[src/common/eic_pkg.sv]
// Constants, field layout and carrier types for the eight-source interrupt concentrator.
// Assumes a 20 MHz register-bus clock and a word-aligned register address.
package eic_pkg;

    // ------------------------------------------------------------------
    // Widths
    // ------------------------------------------------------------------
    localparam int unsigned NUM_SRC  = 8;
    localparam int unsigned NUM_DAC  = 4;
    localparam int unsigned DATA_W   = 32;
    localparam int unsigned ADDR_W   = 16;
    localparam int unsigned CNT_W    = 16;
    localparam int unsigned WORD_LSB = 2;

    // ------------------------------------------------------------------
    // Register offsets
    // ------------------------------------------------------------------
    localparam logic [ADDR_W-1:0] OFS_STATUS  = 16'h2000;
    localparam logic [ADDR_W-1:0] OFS_PENDING = 16'h2004;
    localparam logic [ADDR_W-1:0] OFS_ENABLE  = 16'h2008;
    localparam logic [ADDR_W-1:0] OFS_ACK     = 16'h200C;
    localparam logic [ADDR_W-1:0] OFS_EN_SET  = 16'h2010;
    localparam logic [ADDR_W-1:0] OFS_EN_CLR  = 16'h2014;
    localparam logic [ADDR_W-1:0] OFS_CTL     = 16'h201C;

    // ------------------------------------------------------------------
    // Source bit positions
    // ------------------------------------------------------------------
    localparam int unsigned BIT_DAC0 = 0;
    localparam int unsigned BIT_DMA  = 4;
    localparam int unsigned BIT_ADC  = 5;
    localparam int unsigned BIT_CNT  = 6;
    localparam int unsigned BIT_DIO  = 7;

    // ------------------------------------------------------------------
    // Global control fields and reset values
    // ------------------------------------------------------------------
    localparam int unsigned CTL_MASTER = 0;
    localparam int unsigned CTL_HW     = 1;
    localparam int unsigned CTL_W      = 2;

    localparam logic [NUM_SRC-1:0] RST_SRC  = 8'h00;
    localparam logic [CTL_W-1:0]   RST_CTL  = 2'h0;
    localparam logic [DATA_W-1:0]  RST_DATA = 32'h00000000;

    // ------------------------------------------------------------------
    // Carrier types
    // ------------------------------------------------------------------
    typedef struct packed {
        logic              wr;
        logic              rd;
        logic [ADDR_W-1:0] addr;
        logic [DATA_W-1:0] wdata;
    } eic_reg_req_s;

    typedef struct packed {
        logic [NUM_DAC-1:0] dac_burst_done;
        logic [NUM_DAC-1:0] dac_half_full;
        logic [NUM_DAC-1:0] dac_fifo_mode;
        logic               dma_done;
        logic               counter_req;
        logic               digital_req;
        logic [CNT_W-1:0]   adc_count;
        logic [CNT_W-1:0]   adc_threshold;
    } eic_src_s;

    // Word address match
    function automatic logic eic_addr_hit(input logic [ADDR_W-1:0] a,
                                          input logic [ADDR_W-1:0] ofs);
        return a[ADDR_W-1:WORD_LSB] == ofs[ADDR_W-1:WORD_LSB];
    endfunction : eic_addr_hit

endpackage : eic_pkg

[src/hw/eic_src.sv]
// Request former: maps the peripheral requests onto the eight source bits.
// Assumes all request inputs are synchronous to the clock.
`timescale 1ns/1ps
`default_nettype none
module eic_src
    import eic_pkg::*;
(
    input  wire logic               clk,
    input  wire logic               rstn,
    input  wire logic               ce,
    input  wire eic_src_s           src,
    output var  logic [NUM_SRC-1:0] req
);

    // ------------------------------------------------------------------
    // Combined request vector
    // ------------------------------------------------------------------
    logic [NUM_SRC-1:0] next_req;

    genvar g;
    generate
        for (g = 0; g < NUM_DAC; g++) begin : g_dac
            assign next_req[BIT_DAC0+g] = src.dac_fifo_mode[g] ? src.dac_half_full[g]
                                                               : src.dac_burst_done[g];
        end
    endgenerate

    assign next_req[BIT_DMA] = src.dma_done;
    assign next_req[BIT_ADC] = src.adc_count >= src.adc_threshold;
    assign next_req[BIT_CNT] = src.counter_req;
    assign next_req[BIT_DIO] = src.digital_req;

    always_ff @(posedge clk or negedge rstn) begin
        if (!rstn) begin
            req <= RST_SRC;
        end else if (ce) begin
            req <= next_req;
        end
    end
endmodule : eic_src
`default_nettype wire

[src/hw/eic_top.sv]
// Eight-source interrupt concentrator: status, pending, enable, acknowledge,
// atomic enable set/clear and global control, one registered interrupt output.
// Assumes a simple register port synchronous to CLK, one access per cycle.
`timescale 1ns/1ps
`default_nettype none
module eic_top
    import eic_pkg::*;
(
    input  wire logic               CLK,
    input  wire logic               RSTN,
    input  wire logic               CE,
    input  wire logic [ADDR_W-1:0]  REG_ADDR,
    input  wire logic               REG_WR,
    input  wire logic               REG_RD,
    input  wire logic [DATA_W-1:0]  REG_WDATA,
    output var  logic [DATA_W-1:0]  REG_RDATA,
    output var  logic               REG_RVALID,
    input  wire logic [NUM_DAC-1:0] DAC_BURST_DONE,
    input  wire logic [NUM_DAC-1:0] DAC_HALF_FULL,
    input  wire logic [NUM_DAC-1:0] DAC_FIFO_MODE,
    input  wire logic               DMA_DONE,
    input  wire logic [CNT_W-1:0]   ADC_FIFO_COUNT,
    input  wire logic [CNT_W-1:0]   ADC_FIFO_THRESHOLD,
    input  wire logic               COUNTER_REQ,
    input  wire logic               DIGITAL_REQ,
    output var  logic               IRQ
);

    // ------------------------------------------------------------------
    // Request packing
    // ------------------------------------------------------------------
    eic_reg_req_s       bus;
    eic_src_s           src;
    logic [NUM_SRC-1:0] req;

    assign bus.wr    = REG_WR;
    assign bus.rd    = REG_RD;
    assign bus.addr  = REG_ADDR;
    assign bus.wdata = REG_WDATA;

    assign src.dac_burst_done = DAC_BURST_DONE;
    assign src.dac_half_full  = DAC_HALF_FULL;
    assign src.dac_fifo_mode  = DAC_FIFO_MODE;
    assign src.dma_done       = DMA_DONE;
    assign src.counter_req    = COUNTER_REQ;
    assign src.digital_req    = DIGITAL_REQ;
    assign src.adc_count      = ADC_FIFO_COUNT;
    assign src.adc_threshold  = ADC_FIFO_THRESHOLD;

    eic_src u_src (
        .clk  (CLK),
        .rstn (RSTN),
        .ce   (CE),
        .src  (src),
        .req  (req)
    );

    // ------------------------------------------------------------------
    // Address decode
    // ------------------------------------------------------------------
    logic wr_status;
    logic wr_enable;
    logic wr_ack;
    logic wr_en_set;
    logic wr_en_clr;
    logic wr_ctl;

    assign wr_status = bus.wr && eic_addr_hit(bus.addr, OFS_STATUS);
    assign wr_enable = bus.wr && eic_addr_hit(bus.addr, OFS_ENABLE);
    assign wr_ack    = bus.wr && eic_addr_hit(bus.addr, OFS_ACK);
    assign wr_en_set = bus.wr && eic_addr_hit(bus.addr, OFS_EN_SET);
    assign wr_en_clr = bus.wr && eic_addr_hit(bus.addr, OFS_EN_CLR);
    assign wr_ctl    = bus.wr && eic_addr_hit(bus.addr, OFS_CTL);

    // ------------------------------------------------------------------
    // Register state
    // ------------------------------------------------------------------
    logic [NUM_SRC-1:0] status;
    logic [NUM_SRC-1:0] enable;
    logic               ctl_master;
    logic               ctl_hw;
    logic [NUM_SRC-1:0] pending;
    logic [NUM_SRC-1:0] wbits;

    assign wbits   = bus.wdata[NUM_SRC-1:0];
    assign pending = status & enable;

    // ------------------------------------------------------------------
    // Status
    // ------------------------------------------------------------------
    logic [NUM_SRC-1:0] hw_set;
    logic [NUM_SRC-1:0] sw_set;
    logic [NUM_SRC-1:0] ack_clr;
    logic [NUM_SRC-1:0] held;
    logic [NUM_SRC-1:0] next_status;

    assign hw_set  = ctl_hw ? req : RST_SRC;
    assign sw_set  = (wr_status && !ctl_hw) ? wbits : RST_SRC;
    assign ack_clr = wr_ack ? wbits : RST_SRC;
    assign held    = status & ~ack_clr;

    // Set wins over a clear in the same cycle
    assign next_status = held | hw_set | sw_set;

    always_ff @(posedge CLK or negedge RSTN) begin
        if (!RSTN) begin
            status <= RST_SRC;
        end else if (CE) begin
            status <= next_status;
        end
    end

    // ------------------------------------------------------------------
    // Enable
    // ------------------------------------------------------------------
    logic [NUM_SRC-1:0] next_enable;

    always_comb begin
        next_enable = enable;
        if (wr_enable) begin
            next_enable = wbits;
        end
        if (wr_en_set) begin
            next_enable = next_enable | wbits;
        end
        if (wr_en_clr) begin
            next_enable = next_enable & ~wbits;
        end
    end

    always_ff @(posedge CLK or negedge RSTN) begin
        if (!RSTN) begin
            enable <= RST_SRC;
        end else if (CE) begin
            enable <= next_enable;
        end
    end

    // ------------------------------------------------------------------
    // Global control
    // ------------------------------------------------------------------
    always_ff @(posedge CLK or negedge RSTN) begin
        if (!RSTN) begin
            ctl_master <= RST_CTL[CTL_MASTER];
        end else if (CE && wr_ctl) begin
            ctl_master <= bus.wdata[CTL_MASTER];
        end
    end

    always_ff @(posedge CLK or negedge RSTN) begin
        if (!RSTN) begin
            ctl_hw <= RST_CTL[CTL_HW];
        end else if (CE && wr_ctl) begin
            ctl_hw <= ctl_hw | bus.wdata[CTL_HW];
        end
    end

    // ------------------------------------------------------------------
    // Interrupt output
    // ------------------------------------------------------------------
    logic irq_any;
    logic next_irq;

    assign irq_any  = |pending;
    assign next_irq = irq_any && ctl_master;

    always_ff @(posedge CLK or negedge RSTN) begin
        if (!RSTN) begin
            IRQ <= 1'b0;
        end else if (CE) begin
            IRQ <= next_irq;
        end
    end

    // ------------------------------------------------------------------
    // Read path
    // ------------------------------------------------------------------
    logic [DATA_W-1:0] next_rdata;

    always_comb begin
        next_rdata = RST_DATA;
        if (eic_addr_hit(bus.addr, OFS_STATUS)) begin
            next_rdata[NUM_SRC-1:0] = status;
        end else if (eic_addr_hit(bus.addr, OFS_PENDING)) begin
            next_rdata[NUM_SRC-1:0] = pending;
        end else if (eic_addr_hit(bus.addr, OFS_ENABLE)) begin
            next_rdata[NUM_SRC-1:0] = enable;
        end else if (eic_addr_hit(bus.addr, OFS_CTL)) begin
            next_rdata[CTL_MASTER] = ctl_master;
            next_rdata[CTL_HW]     = ctl_hw;
        end
    end

    always_ff @(posedge CLK or negedge RSTN) begin
        if (!RSTN) begin
            REG_RDATA <= RST_DATA;
        end else if (CE && bus.rd) begin
            REG_RDATA <= next_rdata;
        end
    end

    always_ff @(posedge CLK or negedge RSTN) begin
        if (!RSTN) begin
            REG_RVALID <= 1'b0;
        end else if (CE) begin
            REG_RVALID <= bus.rd;
        end
    end
endmodule : eic_top
`default_nettype wire

[config.mk]
export PLATFORM = sky130hd
export DESIGN_NAME = eic_top
export DESIGN_NICKNAME = d
export VERILOG_FILES = /design/src/common/eic_pkg.sv /design/src/hw/eic_src.sv /design/src/hw/eic_top.sv
export SDC_FILE = /design/constraint.sdc
export NUM_CORES = 1
export LEC_CHECK = 0
export BUFFER_PORTS_ARGS = -buffer_cell sky130_fd_sc_hd__buf_2
export CAP_MARGIN = 20
export CORE_MARGIN = 2
export CORE_UTILIZATION = 49
export DETAILED_ROUTE_END_ITERATION = 10
export PLACE_DENSITY = 0.84
export SYNTH_ARGS = -nofsm -noshare
export SYNTH_HDL_FRONTEND = slang
export SYNTH_SLANG_ARGS = --single-unit
[constraint.sdc]
create_clock -name CLK -period 2.35 [get_ports CLK]
set_clock_uncertainty 0.2 [all_clocks]
set_input_delay 0.235 -clock CLK [delete_from_list [all_inputs] [get_ports CLK]]
set_output_delay 0.235 -clock CLK [all_outputs]
set_load 0.01 [all_outputs]
==> results of run 1 <==
## metal layers
metal | vias up | share of wire (%) | global-route usage, %
met5 | - | 0 | 0
met4 | 0 | 0.82 | 6.24
met3 | 3 | 8.9 | 5.95
met2 | 113 | 49 | 35.9
met1 | 1070 | 41 | 25.1
li1 | 1102 | - | -
## cells by family (layout without fill, tap and decap cells)
logic type,Yosys count,in the layout,synth area share [%]
flip-flops,36,36,36.1
other,1,24,0.150
buffers and inverters,53,119,11.8
AND/OR/NAND/NOR,73,73,17.8
multiplexers,8,8,3.41
XOR/XNOR,1,1,0.351
AO/OA/AOI/OAI,81,81,22.4
adder cells (fa/ha/maj),16,16,8.02
## worst min-delay path by stage
stage                     cells past startpoint      endpoint  slack [ns]    startpoint
after floorplan                               0           IRQ       -0.26          RSTN
after global placement                        1  REG_RDATA[7]        0.16          RSTN
after detailed placement                      1  REG_RDATA[6]        0.16          RSTN
after CTS                                     2        ctl_hw       0.004  REG_WDATA[1]
after global routing                          2     enable[5]       0.005  REG_WDATA[5]
final                                         2     status[5]        0.01  REG_WDATA[5]
## flip-flops by register name (all words and copies together), names as in the netlist
name,cells
REG_RDATA,8
enable,8
status,8
u_src.req,8
IRQ,1
REG_RVALID,1
ctl_hw,1
ctl_master,1
## per-stage QoR
step           setup WS (ns)  power [uW]  hold WS (ns)  area, sq um  util, %
6_report               0.439        1370        0.0136         3030     62.9
4_1_cts                0.424        1380       0.00444         3030     62.9
3_3_place_gp           0.278         903         0.159         2890     59.9
2_1_floorplan          0.575         827        -0.261         2580        -
5_1_grt                0.340        1450       0.00472         3030     62.9
3_5_place_dp           0.203         911         0.164         2890     59.9
## area by class of cell
type / count / area [sq um]
repair buffers: 91 / 488
fillers: 439 / 1790
clock inverters: 1 / 7.51
inverters: 20 / 75.1
clock buffers: 7 / 86.3
well taps: 67 / 83.8
flip-flops and latches: 36 / 901
multi-input cells: 203 / 1390
## cells in the final DEF (no fill, tap or decap), types with 5 or more instances in the layout
cell and n:
nor2_1 12, nor2b_1 10, dlygate4sd3_1 5, a221o_1 18
ha_1 16, clkbuf_8 6, dfrtp_1 36, nand2_1 25
o21ai_0 21, inv_1 20, buf_2 83, conb_1 24
a21oi_1 18, a21boi_0 8
## where the power goes
part	internal (uW)	total [uW]	switching, uW
Sequential	640	652	11.1
Combinational	115	254	139
Clock	238	466	227
Total	994	1370	378
## what timing repair did
| action | in CTS | in global routing |
|---|---|---|
| hold buffers | 5 | 0 |
| endpoints found under the setup margin | 0 | 0 |
| hold endpoints to repair | 40 | 0 |
| resized for setup | 0 | 0 |
==> impl_summary.md, run 1 <==
Power
The analysis attributes to cell leakage a power of 0.00149 uW. The power per cell area is 452 nW/um^2. The maximum ir drop on the vdd rail is 0.196 mV.

Critical path
The startpoint class of the critical path is an input port. The critical path crosses 6 cells after its start point. For this run, the slowest stage of the critical path takes 0.52 ns. The cell family contributing the most delay on the critical path is buffers and inverters. Counting both buffers and inverters, the worst setup path holds a total of 2. STA puts the critical path data arrival time at 1.89 ns.

The critical path ends at status[3]. The required arrival time at the worst endpoint is 2.33 ns. The type of the setup path with the least slack is in -> reg. The endpoint identified for the worst register-to-register timing path is IRQ. The critical path starts at CE. The largest individual stage delay along the critical path comes from the cell dlygate4sd3_1.

The element type at the critical path end is a register. Of all nets on the critical path, the largest fanout is 8. The setup slack on the worst flop-to-flop path is 0.76 ns.

The startpoint of the worst register-to-register path is enable[6]. The critical path goes through dlygate4sd3_1 -> buf_2 -> nand2_1 -> nor3_4 -> a21boi_0 -> a221o_1. For the worst flop-to-flop path, the logic depth is 5.

Job
The max-cap violation count is 0.

Yosys
The netlist uses 45 different library cells. Sequential elements use 36.1% of the synthesized area. Counting flops with a built-in enable in the synthesized netlist gives 0. The cell area that synthesis handed to floorplanning was 2500 sq um.

By count the netlist is led by dfrtp_1, buf_4, nand2_1. The flip-flop and latch count after synthesis is 36. The leading register cell type out of synthesis is dfrtp_1.

In the synthesized netlist the async set-or-reset flop fraction comes to 100%. The warning count from the yosys run is 0. In this run the mean area of a mapped cell was 9.28 sq um. Summed over all instances, the cell type with the most area after synthesis is dfrtp_1.

The cell with the most instances after synthesis is dfrtp_1. The instance count of the mapped netlist is 269. The area fraction of the dominant cell type after synthesis is 36.1%. After synthesis, the cell types taking the most area are dfrtp_1, ha_1, buf_4.

Drt
Dividing the detail-routed wire length by the instance count gives 13.2 um. After detailed routing, the total wire length is 5.60 mm. The count of nets left with antenna violations once routing finished came out at 0. After the first detailed-routing iteration, the DRC count stood at 112. The post-route DRC violation count is 0. The number of iterations in the first detailed-routing pass is 4.

The number of vias per cell is 5.38. The via total after detailed routing is 2,288.

Timing
For the pin with the worst max-slew slack, the measured transition is 0.797 ns. The setup total negative slack is 0 ns. The final critical-path share of the clock period is 81.3%. The relative slew slack is 46.8%. Setup repair after global routing left no endpoint under its margin.

The shortest clock period the worst path allows after layout is 1.91 ns. Setup violations remaining at the end of the flow were counted as 0. The number of pins exceeding their max-slew limit in the final report is 0. The number of hold-slack violations in the final timing report was 0.

Timing would allow up to 0.523 GHz.

Global routing
Global routing consumed, over all layers together, 20.8% of the routing resources. The first global-routing pass estimated 9.09 mm of wire. The via count of the first global-routing pass came to 2,124. The initial antenna violation count is 0. The largest net degree at the start of global routing is 37. Global routing finished with a remaining overflow of 0.

Die
Pin placement for this block handled 134 I/O pins. In this run the core area contains 25 standard-cell rows. The width of the die is 75.4 um. In this run the vertical extent of the chip is 75.4 um. The core footprint is 4820 sq um.

The die covers 5680 sq um. The initial core utilization is 51.8%.

Outcome
The run finished with clean final reports.

Cells and area
The number of nets in the layout is 473. The ratio of cells with drive above 1 in the final layout is 29.6%. The finished layout holds 425 standard cells, fillers aside. 0 antenna diodes ended up in the layout. From synthesis to final layout, the design area changed by 21.3%.

Clocking
In this run the deepest clock path goes through 2 buffers. The number of sinks driven by the clock tree is 36. The number of buffers inserted by post-CTS setup repair is 0.

The total clock buffers created by CTS is 5. TritonCTS built the clock tree. The deepest level of the CTS H-tree is 2. Clock-pin slew was measured on the worst setup and hold paths at 0.07 ns. At the later pin of the worst-skew pair, clock insertion delay measures 0.30 ns. Clock tree synthesis selected as its root buffer the cell clkbuf_8.

Hold path
The type of the tightest min-delay check is in -> reg.

Place
Including well taps, the total number of placed cells is 412. The HPWL after detailed placement is 4.30 mm. During placement, the flow inserted port buffers numbering 83. The routability-driven placement congestion ratio is 0.829.
(Power assumes the default switching activity.)
==> inputs of run 2 (changes only) <==
Settings changed: CORE_UTILIZATION 49 to 41, PLACE_DENSITY 0.84 to 0.75.
Clock period 2.35 ns to 1.6 ns, I/O delays scaled along.
==> impl_summary.md, run 2 (same netlist as run 1, synthesis figures left out) <==
Outcome
The flow ran to the end, but the final reports show violations. The final reports fail on hold timing, setup timing.

Timing
The shortest clock period the worst path allows after layout is 1.63 ns. The hold slack is -0.0263 ns (-0.0399 ns). Setup repair after global routing could not meet its margin everywhere. The post-route worst setup slack was -0.0254 ns (-0.464 ns). The number of pins exceeding their max-slew limit in the final report was 0 (unchanged).

The final count of negative-setup-slack endpoints came to 8 (+8). The number of hold-slack violations in the final timing report is 2 (+2). Derived from the worst setup path, the maximum achievable clock frequency is 0.615 GHz. In the finished design, the share of the clock period the worst path needs comes to 102%.

Global routing
The largest net degree at the start of global routing is 37 (unchanged). The total global-route track usage is 20.1% (-0.71 points). The first-pass GRT wire length is 10.5 mm (+16%). The via count of the first global-routing pass is 2,375 (+12%). The total grt overflow is 0 (unchanged). The initial antenna violation count was 0 (unchanged).

Critical path
The required arrival time at the worst endpoint is 1.57 ns (-0.76 ns). The setup slack on the worst flop-to-flop path was 0.09 ns (-0.67 ns). The startpoint class of the critical path is an input port.

The signal arrival time at the worst endpoint is 1.59 ns (-0.30 ns). The worst setup path is captured at a register. The type of the setup path with the least slack is in -> reg. The highest fanout seen on the critical path is 8 (unchanged).

Cells and area
The post-layout utilization of the core is 59.5% (-3.4 points). The number of cells in the finished layout apart from fillers is 472 (+11%). In the layout the commonest cells are buf_2, dfrtp_1, nand2_1, conb_1, buf_4.

The ratio of cells with drive above 1 in the final layout is 37.3% (+7.7 points). The antenna diode instance count came to 0 (unchanged). The final design instance area without fill is 3520 sq um (+16%). The most common cell after layout, fill and taps aside is buf_2. The signed area change from the synthesized netlist to the final layout is 41.1%.

The number of nets in the layout came to 512 (+8.2%).

Drt
The number of iterations in the first detailed-routing pass is 4 (unchanged). The number of DRC markers after the initial detailed-route iteration is 108 (-3.6%). The post-route DRC violation count is 0 (unchanged). The remaining antenna violation count is 0 (unchanged). The wire length after detailed routing is 6.42 mm (+15%). The via total after detailed routing is 2,427 (+6.1%). The number of vias per cell is 5.14 (-4.5%).

The mean routed wirelength per cell came to 13.6 um (+3.2%).

Clocking
The clock root buffer master is clkbuf_8. The number of sinks driven by the clock tree came to 36 (unchanged). The deepest level of the CTS H-tree is 2 (unchanged). The clock input transition at the sequential cells of the worst setup and hold paths came to 0.08 ns (about the same).

The clock tree from TritonCTS is done. The clock tree buffer depth came to 2 (unchanged). The total clock buffers created by CTS is 5 (unchanged). The clock latency reported for the late side of the worst-skew pair is 0.29 ns (about the same).

Power
The fraction of power spent switching nets came to 25.8% (-1.8 points). The switching power is 566 uW (+50%). The maximum ir drop on the vdd rail came to 0.423 mV (+120%). The part of the total power dissipated in the clock network was 35.6% (+1.6 points). The power per cell area was 624 nW/um^2 (+38%). The cell leakage power was 0.00173 uW (+16%). The sequential share of power is 43.7% (-3.8 points).

The total chip power is 2200 uW (+60%). The combinational power share is 20.7% (+2.2 points). The internal power contribution is 1630 uW (+64%).

Die
The area enclosed by the die boundary is 6730 sq um (+18%). The chip height is 82.0 um (+8.8%). The core footprint was 5920 sq um (+23%).

The total number of placement rows is 28 (+12%). The initial core utilization is 42.2% (-9.7 points). The I/O pin count is 134 (unchanged). The width of the die is 82.0 um (+8.8%).

Hold path
In this run the worst hold path is classified as in -> reg.

Place
The routability-driven placement congestion ratio is 0.848 (+2.3%). The number of port buffers was 83 (unchanged). The placed instance count is 441 (+7.0%). The detailed-placement wirelength estimate is 4.74 mm (+10%). The cell area after placement is 3070 sq um (+6.5%).

Job
The max-cap violation count is 0 (unchanged).
-- run 2: changes by cell type in the layout (fill, tap and decap cells not counted), sizes merged --
cell,previous run,this run
bufinv,0,1
buf,86,113
clkinvlp,1,0
clkbuf,7,6
dlygate4sd3,5,17
clkinv,0,1
-- run 2: what timing repair did --
action                     4_1_cts  5_1_grt
setup buffers                    2        4
resized for setup                8       25
pin swaps                        5       18
setup endpoints to repair       10       21
hold endpoints to repair        59        0
hold buffers                    19        0
-- run 2: through the flow --
| stage | setup TNS, ns | worst slack, ns | hold WS, ns |
|---|---|---|---|
| global placement | -5.98 | -0.323 | -0.0613 |
| detailed placement | -6.77 | -0.372 | -0.0626 |
| finish | -0.142 | -0.0254 | -0.0263 |
| CTS | -0.0269 | -0.0151 | 0.00792 |
| global route | -0.826 | -0.0921 | 0.0120 |
| floorplan | -0.675 | -0.0488 | -0.336 |
-- run 2: layout make-up --
type	instances	area, sq um
clock inverters	2	35.0
inverters	20	75.1
clock buffers	6	72.6
multi-input cells	203	1470
well taps	75	93.8
flip-flops and latches	36	901
repair buffers	130	877
fillers	504	2400
-- run 2: power groups by stage --
stage          clock network, uW  logic, uW  registers [uW]
2_1_floorplan                  0        241             975
3_3_place_gp                   0        386             974
3_5_place_dp                   0        398             976
4_1_cts                      801        448             958
5_1_grt                      845        515             965
6_report                     783        455             959
-- run 2: worst max-delay path, cell delays in order --
cell and delay [ns]:
buf_6 0.10, nor4_4 0.39, and3_4 0.26, and4_1 0.18
buf_6 0.16, a21oi_2 0.04, a221o_1 0.31
-- run 2: worst paths after layout --
path / start / end / cells past startpoint
worst max register to register: enable[6] / IRQ / 5
worst min register to register: REG_RDATA[3] / REG_RDATA[3] / 2
min in group asynchronous: RSTN / REG_RDATA[1] / 3
worst max-delay path: REG_ADDR[14] / enable[0] / 7
max in group asynchronous: RSTN / REG_RDATA[6] / 3
worst min-delay path: DAC_HALF_FULL[1] / u_src.req[1] / 3
-- run 2: per-layer routing --
layer | global-route usage (%) | share of wire, % | vias up
met2 | 35.2 | 50 | 101
met5 | 0 | 0 | -
li1 | - | - | 1178
met3 | 4.29 | 7.5 | 5
met1 | 25.0 | 41 | 1143
met4 | 5.00 | 0.67 | 0
==> inputs of run 3 (changes only) <==
Settings changed: RECOVER_POWER set to 25.
==> impl_summary.md, run 3 (same netlist as run 1, synthesis figures left out) <==
Cells and area
The sequential standard cell area came to 901 sq um (unchanged). The ratio of cells with drive above 1 in the final layout came to 37.3% (unchanged). From synthesis to final layout, the design area changed by 40.5%.

Leaving out fill and tap cells, the most frequent cells in the layout are buf_2, dfrtp_1, nand2_1, conb_1, buf_4. The antenna diode instance count is 0 (unchanged). The post-layout utilization of the core is 59.3% (-0.25 points). The number of nets in the layout is 512 (unchanged). The number of cells in the finished layout apart from fillers is 472 (unchanged). The total area of multi-input combinational cells is 1470 sq um (unchanged). The fill cell instance count of the final layout is 506 (+0.40%). The library cell used most frequently in the layout, excluding fill and tap cells, is buf_2.

Clocking
The number of sinks driven by the clock tree is 36 (unchanged). The deepest level of the CTS H-tree was 2 (unchanged). The total clock buffers created by CTS came to 5 (unchanged). The clock tree buffer depth is 2 (unchanged). The clock latency reported for the late side of the worst-skew pair is 0.29 ns (about the same).

The clock input transition at the sequential cells of the worst setup and hold paths is 0.08 ns (about the same). The clock root buffer master is clkbuf_8. TritonCTS built the clock tree.

Timing
The hold slack is -0.0261 ns (+0.000237 ns). The post-route worst setup slack is -0.0254 ns (+0.0000519 ns). The final count of negative-setup-slack endpoints is 8 (unchanged). The number of pins exceeding their max-slew limit in the final report is 0 (unchanged).

Setup repair after global routing could not meet its margin everywhere. The final critical-path share of the clock period came to 102% (about the same). At the pin with the least slew margin, the transition time is 0.897 ns. The maximum operating frequency is 0.615 GHz (about the same). Measured against its own limit, the worst slew margin works out to 40.2%.

The shortest clock period the worst path allows after layout came to 1.63 ns (-0.0000519 ns). The number of hold-slack violations in the final timing report was 2 (unchanged).

Drt
The number of iterations in the first detailed-routing pass is 4 (unchanged). The post-route DRC violation count is 0 (unchanged). The wire length after detailed routing is 6.41 mm (about the same). The mean routed wirelength per cell is 13.6 um (about the same). The number of DRC markers after the initial detailed-route iteration is 108 (unchanged).

The remaining antenna violation count came to 0 (unchanged). The number of vias per cell is 5.14 (-0.12%). The via total after detailed routing is 2,424 (-0.12%).

Power
The switching power is 565 uW (-0.20%). The power per cell area is 625 nW/um^2 (+0.18%). The maximum ir drop on the vdd rail was 0.423 mV (about the same).

The fraction of power spent switching nets is 25.8% (about the same). The part of the total power dissipated in the clock network is 35.7% (about the same). The cell leakage power came to 0.00173 uW (-0.30%). The internal power contribution came to 1630 uW (-0.26%). The total chip power is 2190 uW (-0.25%). The combinational power share is 20.5% (-0.2 points). The sequential share of power is 43.8% (about the same).

Critical path
The worst reg2reg path endpoint is IRQ. The number of cells on the worst reg-to-reg path is 5 (unchanged). The required arrival time at the worst endpoint was 1.57 ns (about the same). The startpoint class of the critical path is an input port.

The type of the setup path with the least slack is in -> reg. The element type at the critical path end is a register. The worst register-to-register path begins at enable[6]. The signal arrival time at the worst endpoint is 1.59 ns (about the same). The setup slack on the worst flop-to-flop path is 0.10 ns (about the same). The highest fanout seen on the critical path is 8 (unchanged).

Hold path
The cell count of the worst hold path is 3 (unchanged). The path class of the tightest hold or removal check is in -> reg. The origin of the worst min-delay path is DAC_HALF_FULL[1]. The terminating pin of the worst hold path is u_src.req[1].

Place
The number of port buffers is 83 (unchanged). The worst setup timing slack at the placement stage is -0.372 ns (unchanged). The detailed-placement wirelength estimate came to 4.74 mm (unchanged).

The routability-driven placement congestion ratio is 0.848 (unchanged). The placed instance count came to 441 (unchanged).

Global routing
The total global-route track usage is 20.1% (unchanged). The first-pass GRT wire length is 10.5 mm (unchanged). The total grt overflow is 0 (unchanged).

The via count of the first global-routing pass is 2,375 (unchanged). The largest net degree at the start of global routing is 37 (unchanged). The initial antenna violation count is 0 (unchanged).

Die
The I/O pin count came to 134 (unchanged). The core footprint is 5920 sq um (unchanged). The chip height was 82.0 um (unchanged).

The initial core utilization came to 42.2% (unchanged). The area enclosed by the die boundary came to 6730 sq um (unchanged). The total number of placement rows came to 28 (unchanged). The width of the die is 82.0 um (unchanged).

Job
The max-cap violation count was 0 (unchanged).

Outcome
The final reports fail on hold timing, setup timing. The run finished, with violations left.
## run 3: cell count changes in the layout (fill, tap and decap cells not counted)
cell	delta
clkbuf_2	+1
buf_12	-1
## run 3: through the flow
step	hold WS [ns]	setup TNS [ns]	area, sq um
final	-0.0261	-0.141	3510
after global routing	0.0120	-0.826	3510
after CTS	0.00792	-0.0269	3430
after detailed placement	-0.0626	-6.77	3070
after global placement	-0.0613	-5.98	3070
after floorplan	-0.336	-0.675	2600
## run 3: what timing repair did
item                       in CTS  in global routing
pin swaps                       5                 18
gates resized for setup         8                 25
hold endpoints to repair       59                  0
buffers inserted                2                  4
hold buffers                   19                  0
setup endpoints to repair      10                 21
## run 3: final cells by class
type	instances	area share (%)
clock buffer	6	2.07
tap	75	2.67
multi-input combinational	203	41.9
inverter	20	2.14
sequential	36	25.7
timing repair buffer	130	24.6
clock inverter	2	0.999
## run 3: power groups by stage
stage | Combinational, uW | Sequential, uW | Clock, uW
global route | 509 | 965 | 845
CTS | 448 | 958 | 801
global placement | 386 | 974 | 0
finish | 450 | 959 | 783
detailed placement | 398 | 976 | 0
floorplan | 241 | 975 | 0
## run 3: worst max-delay path: stages
cell	delay, ns
buf_6	0.10
nor4_4	0.39
and3_4	0.26
and4_1	0.18
buf_6	0.16
a21oi_2	0.04
a221o_1	0.31
## run 3: worst max path at each step
stage	cells after the start	start	slack [ns]	end
5_1_grt	7	REG_ADDR[14]	-0.09	enable[4]
3_5_place_dp	6	REG_ADDR[10]	-0.37	status[6]
3_3_place_gp	6	REG_ADDR[10]	-0.32	status[0]
2_1_floorplan	6	REG_ADDR[6]	-0.05	enable[0]
6_report	7	REG_ADDR[14]	-0.03	enable[0]
4_1_cts	7	REG_ADDR[9]	-0.02	enable[1]
## run 3: metal layers
metal,global-route usage [%],vias up,share of wire [%]
met4,5.00,0,0.67
met1,25.0,1144,41
li1,-,1178,-
met3,4.29,5,7.4
met5,0,-,0
met2,35.2,97,50
